[config.mk]
export PLATFORM = sky130hd
export DESIGN_NAME = rwp_ctrl
export DESIGN_NICKNAME = d
export VERILOG_FILES = /design/src/rtl/rwp_pkg.sv /design/src/rtl/rwp_ctrl.sv
export VERILOG_INCLUDE_DIRS = /design/src /design/src/rtl
export SDC_FILE = /design/constraint.sdc
export NUM_CORES = 1
export LEC_CHECK = 0
export BUFFER_PORTS_ARGS = -buffer_cell sky130_fd_sc_hd__buf_2
export CELL_PAD_IN_SITES_DETAIL_PLACEMENT = 1
export CELL_PAD_IN_SITES_GLOBAL_PLACEMENT = 1
export CORE_UTILIZATION = 42
export CTS_CLUSTER_SIZE = 28
export DETAILED_ROUTE_END_ITERATION = 10
export PLACE_DENSITY_LB_ADDON = 0.1
export SLEW_MARGIN = 20
export SYNTH_ARGS = -nofsm -noshare
export SYNTH_HDL_FRONTEND = slang
export SYNTH_SLANG_ARGS = --single-unit
export TNS_END_PERCENT = 100
[constraint.sdc]
create_clock -name core_clk -period 2.1 [get_ports core_clk]
set_clock_uncertainty 0.15 [all_clocks]
set_input_delay 0.42 -clock core_clk [delete_from_list [all_inputs] [get_ports core_clk]]
set_output_delay 0.42 -clock core_clk [all_outputs]
set_load 0.02 [all_outputs]
[src/rtl/rwp_map.svh]
// command codes, field positions, reset values of the run-control block
`ifndef RWP_MAP_SVH
`define RWP_MAP_SVH

`define RWP_CODE_RUN_STATE 8'h01
`define RWP_CODE_ON_SOURCE 8'h02
`define RWP_CODE_CLEAR_FLT 8'h03
`define RWP_CODE_WRITE_LOCK 8'h10
`define RWP_CODE_VOUT_CMD 8'h21

`define RWP_RUN_STATE_RST 8'h88
`define RWP_ON_SOURCE_RST 8'h1f
`define RWP_WRITE_LOCK_RST 8'h00

`define RWP_OP_ON_BIT 7
`define RWP_OP_SEQ_OFF_BIT 6
`define RWP_OP_MARGIN_HI 5
`define RWP_OP_MARGIN_LO 4
`define RWP_OP_MFLT_HI 3
`define RWP_OP_MFLT_LO 2

`define RWP_CFG_PU_BIT 4
`define RWP_CFG_CMD_BIT 3
`define RWP_CFG_PIN_BIT 2
`define RWP_CFG_POL_BIT 1
`define RWP_CFG_INST_BIT 0
`define RWP_CFG_USED_MASK 8'h1f

`define RWP_LOCK_HI 7
`define RWP_LOCK_LO 5
`define RWP_LOCK_USED_MASK 8'he0
`define RWP_LOCK_OPEN 3'h0
`define RWP_LOCK_ALL 3'h4
`define RWP_LOCK_OP 3'h2
`define RWP_LOCK_CTRL 3'h1

`define RWP_MARGIN_NOM 2'h0
`define RWP_MARGIN_LOW 2'h1
`define RWP_MARGIN_HIGH 2'h2
`define RWP_MFLT_IGNORE 2'h1
`define RWP_MFLT_ACT 2'h2

`endif

[src/rtl/rwp_pkg.sv]
// types shared by the run-control and write-lock block
package rwp_pkg;

	// one decoded command from the bus front end
	typedef struct packed {
		logic valid;
		logic write;
		logic [7:0] code;
		logic [7:0] data;
	} rwp_cmd_t;

	// settings handed to the power-stage sequencer
	typedef struct packed {
		logic run;
		logic instant_off;
		logic [1:0] vout_select;
		logic margin_fault_ignore;
	} rwp_seq_t;

	typedef enum logic [1:0] {
		RWP_OFF_NONE,
		RWP_OFF_CMD,
		RWP_OFF_PIN
	} rwp_off_cause_t;

endpackage : rwp_pkg

[src/rtl/rwp_ctrl.sv]
// run state, turn-on source, clear-faults and write-lock command logic
`timescale 1ns/1ns
`default_nettype none
`include "rwp_map.svh"

module rwp_ctrl
	import rwp_pkg::*;
(
	input wire logic core_clk,
	input wire logic rst_n,
	input wire rwp_cmd_t cmd_in,
	input wire logic enable_pin,
	input wire logic power_present,
	input wire logic fault_event,
	output rwp_seq_t seq_out,
	output logic [7:0] rd_data,
	output logic rd_valid,
	output logic ext_write_grant,
	output logic cml_error,
	output logic clear_faults_pulse,
	output logic alert_output_o,
	output logic alert_output_oe
);

	logic [7:0] run_state_control_reg;
	logic [7:0] turn_on_source_config_reg;
	logic [7:0] write_lock_level_reg;
	logic [1:0] pin_sync_reg;
	logic [1:0] pwr_sync_reg;
	logic alert_reg;
	rwp_off_cause_t off_cause_reg;
	rwp_off_cause_t off_cause_next;
	logic run_next;
	logic pin_active;
	logic op_req;
	logic pin_req;
	logic wr;
	logic wr_allowed;
	logic wr_valid_code;
	logic clr_req;

	// write permission for a command code under a lock level
	function automatic logic lock_permits(input logic [2:0] lvl,
		input logic [7:0] code);
		logic ok;
		ok = 1'b0;
		case (lvl)
			`RWP_LOCK_OPEN: ok = 1'b1;
			`RWP_LOCK_ALL: ok = (code == `RWP_CODE_WRITE_LOCK);
			`RWP_LOCK_OP: ok = (code == `RWP_CODE_WRITE_LOCK) ||
				(code == `RWP_CODE_RUN_STATE);
			`RWP_LOCK_CTRL: ok = (code == `RWP_CODE_WRITE_LOCK) ||
				(code == `RWP_CODE_RUN_STATE) ||
				(code == `RWP_CODE_ON_SOURCE) ||
				(code == `RWP_CODE_VOUT_CMD);
			// undefined lock codes are treated as fully locked, the safe side
			default: ok = (code == `RWP_CODE_WRITE_LOCK);
		endcase
		return ok;
	endfunction : lock_permits

	// run-state data carrying reserved margin or policy codes is refused
	function automatic logic run_state_ok(input logic [7:0] d);
		logic ok;
		ok = 1'b1;
		if (d[`RWP_OP_MARGIN_HI:`RWP_OP_MARGIN_LO] == 2'h3) begin
			ok = 1'b0;
		end
		if (d[`RWP_OP_MFLT_HI:`RWP_OP_MFLT_LO] != `RWP_MFLT_IGNORE &&
			d[`RWP_OP_MFLT_HI:`RWP_OP_MFLT_LO] != `RWP_MFLT_ACT) begin
			ok = 1'b0;
		end
		return ok;
	endfunction : run_state_ok

	assign wr = cmd_in.valid && cmd_in.write;
	assign wr_allowed = lock_permits(
		write_lock_level_reg[`RWP_LOCK_HI:`RWP_LOCK_LO], cmd_in.code);
	assign wr_valid_code = (cmd_in.code != `RWP_CODE_RUN_STATE) ||
		run_state_ok(cmd_in.data);
	// clear-faults is a send-byte; the lock still applies to it
	assign clr_req = wr && cmd_in.code == `RWP_CODE_CLEAR_FLT && wr_allowed;

	// pin and power status come from outside the clock domain
	always_ff @(posedge core_clk or negedge rst_n) begin
		if (!rst_n) begin
			pin_sync_reg <= 2'b00;
			pwr_sync_reg <= 2'b00;
		end else begin
			pin_sync_reg <= {pin_sync_reg[0], enable_pin};
			pwr_sync_reg <= {pwr_sync_reg[0], power_present};
		end
	end

	always_ff @(posedge core_clk or negedge rst_n) begin
		if (!rst_n) begin
			run_state_control_reg <= `RWP_RUN_STATE_RST;
		end else if (wr && cmd_in.code == `RWP_CODE_RUN_STATE &&
			wr_allowed && wr_valid_code) begin
			run_state_control_reg <= cmd_in.data;
		end
	end

	always_ff @(posedge core_clk or negedge rst_n) begin
		if (!rst_n) begin
			turn_on_source_config_reg <= `RWP_ON_SOURCE_RST;
		end else if (wr && cmd_in.code == `RWP_CODE_ON_SOURCE &&
			wr_allowed) begin
			turn_on_source_config_reg <= cmd_in.data & `RWP_CFG_USED_MASK;
		end
	end

	always_ff @(posedge core_clk or negedge rst_n) begin
		if (!rst_n) begin
			write_lock_level_reg <= `RWP_WRITE_LOCK_RST;
		end else if (wr && cmd_in.code == `RWP_CODE_WRITE_LOCK) begin
			write_lock_level_reg <= cmd_in.data & `RWP_LOCK_USED_MASK;
		end
	end

	// polarity bit 1 means active high
	assign pin_active = turn_on_source_config_reg[`RWP_CFG_POL_BIT] ?
		pin_sync_reg[1] : ~pin_sync_reg[1];
	assign op_req = !turn_on_source_config_reg[`RWP_CFG_CMD_BIT] ||
		run_state_control_reg[`RWP_OP_ON_BIT];
	assign pin_req = !turn_on_source_config_reg[`RWP_CFG_PIN_BIT] ||
		pin_active;

	always_comb begin
		if (!turn_on_source_config_reg[`RWP_CFG_PU_BIT]) begin
			run_next = pwr_sync_reg[1];
		end else begin
			run_next = pwr_sync_reg[1] && op_req && pin_req;
		end
	end

	// remember what dropped the run request, to pick the off style
	always_comb begin
		off_cause_next = off_cause_reg;
		if (run_next) begin
			off_cause_next = RWP_OFF_NONE;
		end else if (seq_out.run) begin
			// power loss, or any drop while the power-up gate is off,
			// takes the pin-style off timing
			off_cause_next = (op_req || !pwr_sync_reg[1] ||
				!turn_on_source_config_reg[`RWP_CFG_PU_BIT]) ?
				RWP_OFF_PIN : RWP_OFF_CMD;
		end
	end

	always_ff @(posedge core_clk or negedge rst_n) begin
		if (!rst_n) begin
			off_cause_reg <= RWP_OFF_NONE;
		end else begin
			off_cause_reg <= off_cause_next;
		end
	end

	always_ff @(posedge core_clk or negedge rst_n) begin
		if (!rst_n) begin
			seq_out <= '0;
		end else begin
			seq_out.run <= run_next;
			case (off_cause_next)
				RWP_OFF_CMD: seq_out.instant_off <=
					!run_state_control_reg[`RWP_OP_SEQ_OFF_BIT];
				RWP_OFF_PIN: seq_out.instant_off <=
					turn_on_source_config_reg[`RWP_CFG_INST_BIT];
				RWP_OFF_NONE: seq_out.instant_off <= 1'b0;
				default: seq_out.instant_off <= 1'b0;
			endcase
			seq_out.vout_select <=
				run_state_control_reg[`RWP_OP_MARGIN_HI:`RWP_OP_MARGIN_LO];
			seq_out.margin_fault_ignore <=
				run_state_control_reg[`RWP_OP_MFLT_HI:`RWP_OP_MFLT_LO] ==
				`RWP_MFLT_IGNORE;
		end
	end

	always_ff @(posedge core_clk or negedge rst_n) begin
		if (!rst_n) begin
			clear_faults_pulse <= 1'b0;
		end else begin
			clear_faults_pulse <= clr_req;
		end
	end

	// a fault in the clearing cycle keeps alert asserted
	always_ff @(posedge core_clk or negedge rst_n) begin
		if (!rst_n) begin
			alert_reg <= 1'b0;
		end else if (fault_event) begin
			alert_reg <= 1'b1;
		end else if (clr_req) begin
			alert_reg <= 1'b0;
		end
	end

	// open-drain: drive low while asserted, so the value is always 0
	always_ff @(posedge core_clk or negedge rst_n) begin
		if (!rst_n) begin
			alert_output_o <= 1'b0;
			alert_output_oe <= 1'b0;
		end else begin
			alert_output_o <= 1'b0;
			alert_output_oe <= alert_reg;
		end
	end

	// other commands are written elsewhere; this only grants them
	always_ff @(posedge core_clk or negedge rst_n) begin
		if (!rst_n) begin
			ext_write_grant <= 1'b0;
			cml_error <= 1'b0;
		end else begin
			ext_write_grant <= wr && wr_allowed &&
				cmd_in.code != `RWP_CODE_RUN_STATE &&
				cmd_in.code != `RWP_CODE_ON_SOURCE &&
				cmd_in.code != `RWP_CODE_WRITE_LOCK &&
				cmd_in.code != `RWP_CODE_CLEAR_FLT;
			cml_error <= wr && !(wr_allowed && wr_valid_code);
		end
	end

	always_ff @(posedge core_clk or negedge rst_n) begin
		if (!rst_n) begin
			rd_data <= 8'h00;
			rd_valid <= 1'b0;
		end else begin
			rd_valid <= cmd_in.valid && !cmd_in.write;
			case (cmd_in.code)
				`RWP_CODE_RUN_STATE: rd_data <= run_state_control_reg;
				`RWP_CODE_ON_SOURCE: rd_data <= turn_on_source_config_reg;
				`RWP_CODE_WRITE_LOCK: rd_data <= write_lock_level_reg;
				default: rd_data <= 8'h00;
			endcase
		end
	end

endmodule : rwp_ctrl
`default_nettype wire

==> results of run 1 <==
==> layer usage <==
layer	share of wire, %	vias to the layer above	GRT usage (%)	wire length [um]
met5	0	-	0	0
met4	1.4	0	7.45	57
met3	3.7	6	5.17	147
met2	50	30	33.3	1970
met1	45	628	25.7	1790
li1	-	591	-	-
==> layout make-up <==
type / instances / share of cell area, %
well taps: 50 / 2.65
inverters: 8 / 1.27
clock buffers: 5 / 2.92
multi-input cells: 75 / 29.9
flip-flops and latches: 41 / 43.9
clock inverters: 3 / 2.92
repair buffers: 65 / 16.5
==> what timing repair did <==
item                                    in CTS  in global routing
endpoints found under the setup margin       0                  8
setup buffers                                0                  3
resized for setup                            0                  5
==> cells by family after synthesis <==
group | after synthesis | share of synthesized area (%)
buf+inv | 9 | 2.15
compound gates | 27 | 14.1
simple gates | 25 | 10.5
flops | 41 | 59.3
xor+xnor | 4 | 2.01
other cells | 1 | 0.215
mux | 16 | 10.3
fa+ha+maj | 2 | 1.43
==> cell usage in the layout, fill, tap and decap left out, drive strengths merged, types with 5 or more instances in the layout <==
cell	count
buf	65
dfrtp	34
mux2	16
inv	9
a22o	8
dfstp	7
nand2	6
o21ai	5
clkbuf	5
nand2b	5
==> per-stage QoR <==
step | util (%) | std cells | power (uW)
2_1_floorplan | - | 125 | 877
6_report | 58.9 | 247 | 1720
5_1_grt | 58.9 | 247 | 1780
4_1_cts | 57.6 | 244 | 1730
3_5_place_dp | 54.1 | 236 | 964
3_3_place_gp | 54.1 | 236 | 956
==> worst paths after layout <==
check | start | endpoint | slack (ns) | depth (start not counted)
max | cmd_in[14] | run_state_control_reg[5]$_DFFE_PN0P_ | 0.07 | 7
min | rst_n | rd_data[2]$_DFF_PN0_ | -0.009 | 1
max reg2reg | turn_on_source_config_reg[1]$_DFFE_PN1P_ | seq_out[3]$_DFF_PN0_ | 0.19 | 8
min reg2reg | pwr_sync_reg[0]$_DFF_PN0_ | pwr_sync_reg[1]$_DFF_PN0_ | 0.21 | 0
max in group asynchronous | rst_n | alert_output_oe$_DFF_PN0_ | 1.23 | 2
min in group core_clk | power_present | pwr_sync_reg[0]$_DFF_PN0_ | 0.07 | 1
==> worst reg2reg max path: cells and delay by family, from the launching register on <==
family                     cells  cell delay, ns
DFF                            1            0.55
buffers and inverters          1            0.10
adders and majority gates      1            0.15
xor gates and xnor gates       1            0.18
and+or+nand+nor                2            0.19
AOI/OAI and AO/OA              3            0.51
==> where the power goes <==
group / switching [uW] / total, uW / internal (uW)
Combinational: 78.8 / 136 / 57.4
Clock: 289 / 767 / 479
Sequential: 9.83 / 817 / 807
==> impl_metrics.tcl, run 1 <==
set metrics [dict create \
    outcome "finished, violations left" \
    violations "negative hold slack" \
    path_cells "buf_2 > nor4_4 > buf_4 > nand2b_4 > o31ai_4 > o2111ai_4 > mux2_4" \
    final.setup.tns_ns 0 \
    grt_pass1_wl_um 6400 \
    wire_per_inst_um 16.0 \
    wirelength_um 3960 \
    drc_errors 0 \
    io_buffers 40 \
    antenna_found_initial 0 \
    crit_arrival_ns 2.06 \
    yosys_warnings 0 \
    first_global_vias 1332 \
    yosysMostFrequentCell "dfrtp_1" \
    yosys-top-cells-count "34 x dfrtp_1, 15 x mux2_2, 8 x a22o_1, 7 x dfstp_2, 7 x inv_1" \
    final_cell_area_mm2 0.00236 \
    start_util_pct 43.6 \
    tightest_slew_ns 0.668 \
    cap_violations 0 \
    synth_largest_area_cell "dfrtp_1" \
    cts_buffer_depth 2 \
    die_x_um 66.4 \
    ctsHoldBuffers 0 \
    multi_input_area_um2 704 \
    drtIter0Drc 86 \
    fp.coreArea_mm2 0.00400 \
    syn_inst 125 \
    detailedPlace.worstSlack_ns -0.325 \
    cts_made_buffers 5 \
    drt_pass1_iterations 4 \
    synth_top_area_share_pct 48.8 \
    setup_slack_ns 0.0685 \
    ys.flop_type "dfrtp_1" \
    htree_num_levels 2 \
    max_stage_delay_ns 0.36 \
    syn_avg_cell_area_um2 14.0 \
    boundaryPins 42 \
    setup_viol_count_final 0 \
    drv_slew 0 \
    cp_top_family "compound AO/OA/AOI/OAI gates" \
    clock_latency_ns 0.30 \
    cp-end-kind "register" \
    max_freq_ghz 0.492 \
    power.leakage_uw 0.00120 \
    die_y_um 66.4 \
    syn2layout_area_growth_pct 35.2 \
    placed_area_mm2 0.00216 \
    grt_max_degree 32 \
    routed_via_density 5.08 \
    seq_area_frac_synth_pct 59.3 \
    ys_seq_elements 41 \
    critPathRequiredTime_ns 2.13 \
    worst-path-buf-inv 2 \
    slew_headroom_pct 55.4 \
    synth_edf_count 0 \
    synthArstFlopShare_pct 100 \
    ir_drop_mv 0.328 \
    hp-class "input pin to asynchronous set/reset pin" \
    gp_congestion 0.792 \
    critPathSlowestCell "mux2_4" \
    drtAntennaViolNets 0 \
    fillers 440 \
    cts.sinks 41 \
    die_area_mm2 0.00441 \
    mappedNetlistNets 150 \
    cp-start-kind "input pin" \
    synth_area_leaders "dfrtp_1 49%, dfstp_2 11%, mux2_2 9.7%" \
    holdWs_ns -0.00872 \
    gr-total-overflow 0 \
    layout.nets 221 \
    power_density_mw_per_mm2 730 \
    cts.clk_slew.worst_paths_ns 0.09 \
    rows 23 \
    synthDistinctLibCells 37 \
    path_max_fanout 8 \
    final_layout_size_suffix_gt1_share_pct 54.3 \
    regArea_mm2 0.00103 \
    cts.root.buffer_cell "clkbuf_8" \
    vias 1255 \
    grt.total_usage_pct 20.3 \
    cts_tree "yes" \
    dp_hpwl_um 3000 \
    period_needed_ns 2.03 \
    path_class "input pin to register" \
    timing.final.crit_share_pct 96.7 \
    antennaDiodeCount 0 \
    hold_viol 11 \
    synth_area_mm2 0.00174 \
]
No activity file was read; power rests on OpenSTA's default activity.
==> run 2, diff against run 1 <==
--- a/config.mk
+++ b/config.mk
@@ -12,7 +12,7 @@
 export CORE_UTILIZATION = 42
 export CTS_CLUSTER_SIZE = 28
 export DETAILED_ROUTE_END_ITERATION = 10
-export PLACE_DENSITY_LB_ADDON = 0.1
+export PLACE_DENSITY = 0.79
 export SLEW_MARGIN = 20
 export SYNTH_ARGS = -nofsm -noshare
 export SYNTH_HDL_FRONTEND = slang
==> run 2 against run 1 <==
Sequential power hardly changed; critical path depth stayed put; final cell count is 1.6% lower; count of clock-buffer cells in the layout is 2 higher; first-iteration DRC count is 48% lower; register-to-register slack worse by 0.04 ns; the flow now finishes without violations.
==> impl_metrics.tcl, run 2 (same netlist as run 1, synthesis figures left out) <==
set metrics [dict create \
    outcome "complete, no violations" \
    antenna_found_initial 0 \
    pwr-share-seq_pct 56.5 \
    hp-class "input pin to register" \
    max_stage_delay_ns 0.36 \
    grt_pass1_wl_um 6960 \
    cts_tree "yes" \
    ir_drop_mv 0.338 \
    cts_buffer_depth 2 \
    drtAntennaViolNets 0 \
    critPathRequiredTime_ns 2.13 \
    final.setup.tns_ns 0 \
    antennaDiodeCount 0 \
    wire_per_inst_um 17.6 \
    vias 1230 \
    cts.root.buffer_cell "clkbuf_8" \
    grt_max_degree 17 \
    die_area_mm2 0.00441 \
    gr-total-overflow 0 \
    cts.sinks 41 \
    met2_wirelength_um 2220 \
    critPathSlowestCell "mux2_4" \
    max_freq_ghz 0.495 \
    wirelength_um 4280 \
    die_y_um 66.4 \
    power.switching_uw 346 \
    gp_congestion 0.820 \
    period_needed_ns 2.02 \
    rsz0062_at_grt "yes" \
    final_layout_size_suffix_gt1_share_pct 51.8 \
    drtIter0Drc 45 \
    fp.coreArea_mm2 0.00400 \
    path_max_fanout 8 \
    pwr-share-clk_pct 34.2 \
    io_buffers 40 \
    layout.nets 217 \
    die_x_um 66.4 \
    crit_arrival_ns 2.05 \
    cp-start-kind "input pin" \
    cts_made_buffers 5 \
    clock_latency_ns 0.29 \
    sw_frac_of_total_pct 23.9 \
    dp_hpwl_um 3170 \
    mostFrequentLayoutCell "buf_2" \
    combinationalPowerShare_pct 9.3 \
    htree_num_levels 2 \
    drc_errors 0 \
    syn2layout_area_growth_pct 30.6 \
    timing.final.crit_share_pct 96.1 \
    hold_viol 0 \
    p_int_uw 1100 \
    fin_total_pwr_uw 1450 \
    hold_path_end "pin_sync_reg[0]$_DFF_PN0_" \
    first_global_vias 1379 \
    power_density_mw_per_mm2 636 \
    r2r-start "write_lock_level_reg[5]$_DFFE_PN0P_" \
    wirelength_met1_um 1760 \
    path_class "input pin to register" \
    power.leakage_uw 0.00116 \
    path_cells "buf_2 > nor4_4 > buf_4 > nor4b_4 > o2bb2ai_4 > o2111ai_4 > mux2_4" \
    cap_violations 0 \
    worst-r2r-cell-count 4 \
    grt.total_usage_pct 22.3 \
    drt_pass1_iterations 4 \
    cp-end-kind "register" \
    r2r_end "run_state_control_reg[5]$_DFFE_PN0P_" \
    r2r_slack_ns 0.15 \
    cts.clk_slew.worst_paths_ns 0.07 \
    whs_path_depth 1 \
    final_cell_mix "40 x buf_2, 34 x dfrtp_1, 20 x buf_4, 15 x mux2_2, 8 x a22o_1" \
    maxUsedRoutingLayer "met4" \
    drv_slew 0 \
    rows 23 \
    setup_viol_count_final 0 \
    routed_via_density 5.06 \
    dr_wl_met3_um 194 \
    boundaryPins 42 \
    start_util_pct 43.6 \
    hold_start "enable_pin" \
]
## run 2: changes by cell type in the layout (fill, tap and decap cells not counted)
cell,delta
buf_4,-5
bufinv_16,-2
clkbuf_1,+2
clkinv_4,+1
dlygate4sd3_1,+1
inv_6,-1
o21ai_0,-1
o21ai_1,+1
## run 2: power groups by stage
stage	clock network (uW)	registers, uW	logic (uW)
2_1_floorplan	0	835	42.2
3_5_place_dp	0	833	127
4_1_cts	516	818	132
5_1_grt	539	820	148
3_3_place_gp	0	831	120
6_report	494	818	135
## run 2: timing repair
action                                  4_1_cts  5_1_grt
hold buffers                                  1        0
gates resized for setup                       1        4
hold endpoints to repair                     14        0
setup buffers                                 2        0
pin swaps                                     1        3
endpoints found under the setup margin       13       12
## run 2: critical path: cells and delay by family
kind | cells | cell delay, ns
compound gates | 2 | 0.42
buf+inv | 2 | 0.30
mux | 1 | 0.36
simple gates | 2 | 0.55
## run 2: layout make-up
class | instances | area [um^2]
clock buffers | 7 | 76.3
clock inverters | 1 | 8.76
repair buffers | 61 | 360
well taps | 50 | 62.6
fillers | 414 | 1720
flip-flops and latches | 41 | 1030
inverters | 8 | 30.0
multi-input cells | 75 | 704
## run 2: worst max-delay path by stage
| stage | slack (ns) | start | endpoint |
|---|---|---|---|
| floorplan | -0.05 | cmd_in[11] | run_state_control_reg[5]$_DFFE_PN0P_ |
| global placement | -0.27 | cmd_in[11] | run_state_control_reg[5]$_DFFE_PN0P_ |
| detailed placement | -0.42 | cmd_in[11] | run_state_control_reg[5]$_DFFE_PN0P_ |
| CTS | 0.06 | cmd_in[14] | run_state_control_reg[5]$_DFFE_PN0P_ |
| global route | -0.03 | cmd_in[14] | turn_on_source_config_reg[1]$_DFFE_PN1P_ |
| finish | 0.08 | cmd_in[14] | run_state_control_reg[5]$_DFFE_PN0P_ |
## run 2: through the flow
step                worst slack [ns]  std cells  utilization, %  area (um^2)  hold WS, ns
detailed placement            -0.419        232            53.4         2130        0.200
global placement              -0.266        232            53.4         2130        0.183
floorplan                    -0.0455        125               -         1740      -0.0256
finish                        0.0813        243            56.9         2280       0.0842
global route                 -0.0320        243            56.9         2280       0.0721
CTS                           0.0577        243            56.3         2250       0.0735
## run 2: metal layers
layer  up-vias  track usage [%]
met3        11             4.48
met2        39             39.0
met1       603             26.7
met4         0             8.51
li1        577                -
met5         -                0
==> run 3, diff against run 2 <==
--- a/config.mk
+++ b/config.mk
@@ -7,12 +7,10 @@
 export NUM_CORES = 1
 export LEC_CHECK = 0
 export BUFFER_PORTS_ARGS = -buffer_cell sky130_fd_sc_hd__buf_2
-export CELL_PAD_IN_SITES_DETAIL_PLACEMENT = 1
-export CELL_PAD_IN_SITES_GLOBAL_PLACEMENT = 1
-export CORE_UTILIZATION = 42
+export CORE_UTILIZATION = 50
 export CTS_CLUSTER_SIZE = 28
 export DETAILED_ROUTE_END_ITERATION = 10
-export PLACE_DENSITY = 0.79
+export PLACE_DENSITY = 0.76
 export SLEW_MARGIN = 20
 export SYNTH_ARGS = -nofsm -noshare
 export SYNTH_HDL_FRONTEND = slang
==> run 3 against run 2 <==
Register-to-register slack got worse by 0.05 ns; non-clock buffer count increased by 1; critical path type unchanged; largest power group unchanged; clock power decreased by 24%; count of clock-buffer cells in the layout unchanged; combinational power decreased by 3%; wire length is 19% lower.
==> impl_metrics.tcl, run 3 (same netlist as run 1, synthesis figures left out) <==
set metrics [dict create \
    p_int_uw 998 \
    ir_drop_mv 0.377 \
    outcome "complete, no violations" \
    fillers 254 \
    layout.nets 218 \
    io_buffers 40 \
    mostFrequentLayoutCell "buf_2" \
    cp-end-kind "register" \
    hold_viol 0 \
    cp-start-kind "input pin" \
    die_area_mm2 0.00373 \
    combinationalPowerShare_pct 9.9 \
    power.switching_uw 326 \
    cts.root.buffer_cell "clkbuf_4" \
    cts.sinks 41 \
    grt.total_usage_pct 20.4 \
    rsz0062_at_grt "yes" \
    cap_violations 0 \
    hp-class "input pin to register" \
    cts_made_buffers 5 \
    htree_num_levels 2 \
    first_global_vias 1239 \
    drv_slew 0 \
    routed_via_density 5.22 \
    drt_pass1_iterations 4 \
    fp.coreArea_mm2 0.00334 \
    power_density_mw_per_mm2 593 \
    gp_congestion 0.824 \
    timing.final.crit_share_pct 96.0 \
    pwr-share-seq_pct 61.6 \
    drtIter0Drc 35 \
    path_cells "buf_2 > nor4_4 > nand2b_2 > o31ai_4 > o2111ai_4 > mux2_1" \
    antenna_found_initial 0 \
    holdWs_ns 0.0871 \
    path_max_fanout 8 \
    crit_arrival_ns 2.10 \
    cp_top_family "compound AO/OA/AOI/OAI gates" \
    syn2layout_area_growth_pct 28.0 \
    cts.clk_slew.worst_paths_ns 0.10 \
    die_x_um 61.1 \
    drc_errors 0 \
    cts_buffer_depth 2 \
    final_layout_size_suffix_gt1_share_pct 50.5 \
    period_needed_ns 2.02 \
    boundaryPins 42 \
    max_freq_ghz 0.496 \
    critPathRequiredTime_ns 2.18 \
    path_class "input pin to register" \
    grt_max_degree 42 \
    wire_per_inst_um 14.4 \
    vias 1252 \
    cts_tree "yes" \
    antennaDiodeCount 0 \
    grt_pass1_wl_um 5300 \
    rows 21 \
    wirelength_um 3460 \
    final_cell_area_mm2 0.00223 \
    final_cell_mix "40 x buf_2, 34 x dfrtp_1, 19 x buf_4, 15 x mux2_2, 8 x a22o_1" \
    worst-path-buf-inv 1 \
    drtAntennaViolNets 0 \
    sw_frac_of_total_pct 24.6 \
    power.leakage_uw 0.00114 \
    max_stage_delay_ns 0.38 \
    pwr-share-clk_pct 28.5 \
    start_util_pct 52.3 \
    gr-total-overflow 0 \
    placed_area_mm2 0.00213 \
    die_y_um 61.1 \
    setup_viol_count_final 0 \
    dp_hpwl_um 2530 \
    critPathSlowestCell "mux2_1" \
    clock_latency_ns 0.34 \
]
-- run 3: final cells by class --
type	instances	area, um^2	area share (%)
clock buffer	7	45.0	2.02
clock inverter	1	8.76	0.392
inverter	8	30.0	1.35
multi-input combinational	75	683	30.6
sequential	41	1030	46.4
tap	46	57.6	2.58
timing repair buffer	62	373	16.7
-- run 3: power groups by stage --
stage | clock network [uW] | logic [uW] | registers (uW)
6_report | 377 | 131 | 817
4_1_cts | 393 | 129 | 816
3_5_place_dp | 0 | 123 | 831
3_3_place_gp | 0 | 118 | 831
2_1_floorplan | 0 | 42.2 | 835
5_1_grt | 429 | 144 | 819
-- run 3: stage by stage --
step	TNS, ns	cells	worst slack (ns)	power (uW)	util, %
floorplan	-0.0834	125	-0.0455	877	-
global placement	-2.34	228	-0.209	948	63.8
detailed placement	-4.49	228	-0.367	955	63.8
CTS	0	239	0.00826	1340	66.3
global route	-0.0439	240	-0.0417	1390	66.9
finish	0	240	0.0839	1320	66.9
-- run 3: path summary, 6_finish.rpt --
| kind | startpoint | endpoint | slack, ns | cells after the start |
|---|---|---|---|---|
| max | cmd_in[14] | run_state_control_reg[5]$_DFFE_PN0P_ | 0.08 | 6 |
| min | cmd_in[16] | rd_valid$_DFF_PN0_ | 0.09 | 2 |
| max reg2reg | write_lock_level_reg[7]$_DFFE_PN0P_ | run_state_control_reg[5]$_DFFE_PN0P_ | 0.10 | 4 |
| min reg2reg | pwr_sync_reg[0]$_DFF_PN0_ | pwr_sync_reg[1]$_DFF_PN0_ | 0.21 | 0 |
| max in group asynchronous | rst_n | turn_on_source_config_reg[3]$_DFFE_PN1P_ | 0.95 | 3 |
| min in group asynchronous | rst_n | off_cause_reg[0]$_DFF_PN0_ | 0.50 | 3 |
-- run 3: repair_timing --
action | CTS | global route
buffers inserted | 0 | 1
endpoints found under the setup margin | 0 | 12
hold endpoints to repair | 36 | 0
hold buffers | 3 | 0
resized for setup | 0 | 3
-- run 3: metal layers --
metal  track usage (%)  share of wire [%]  vias to the layer above
met3              6.51                4.9                        9
met2              34.5                 52                       55
li1                  -                  -                      586
met5                 0                  0                        -
met1              23.3                 41                      602
met4              10.1                2.2                        0
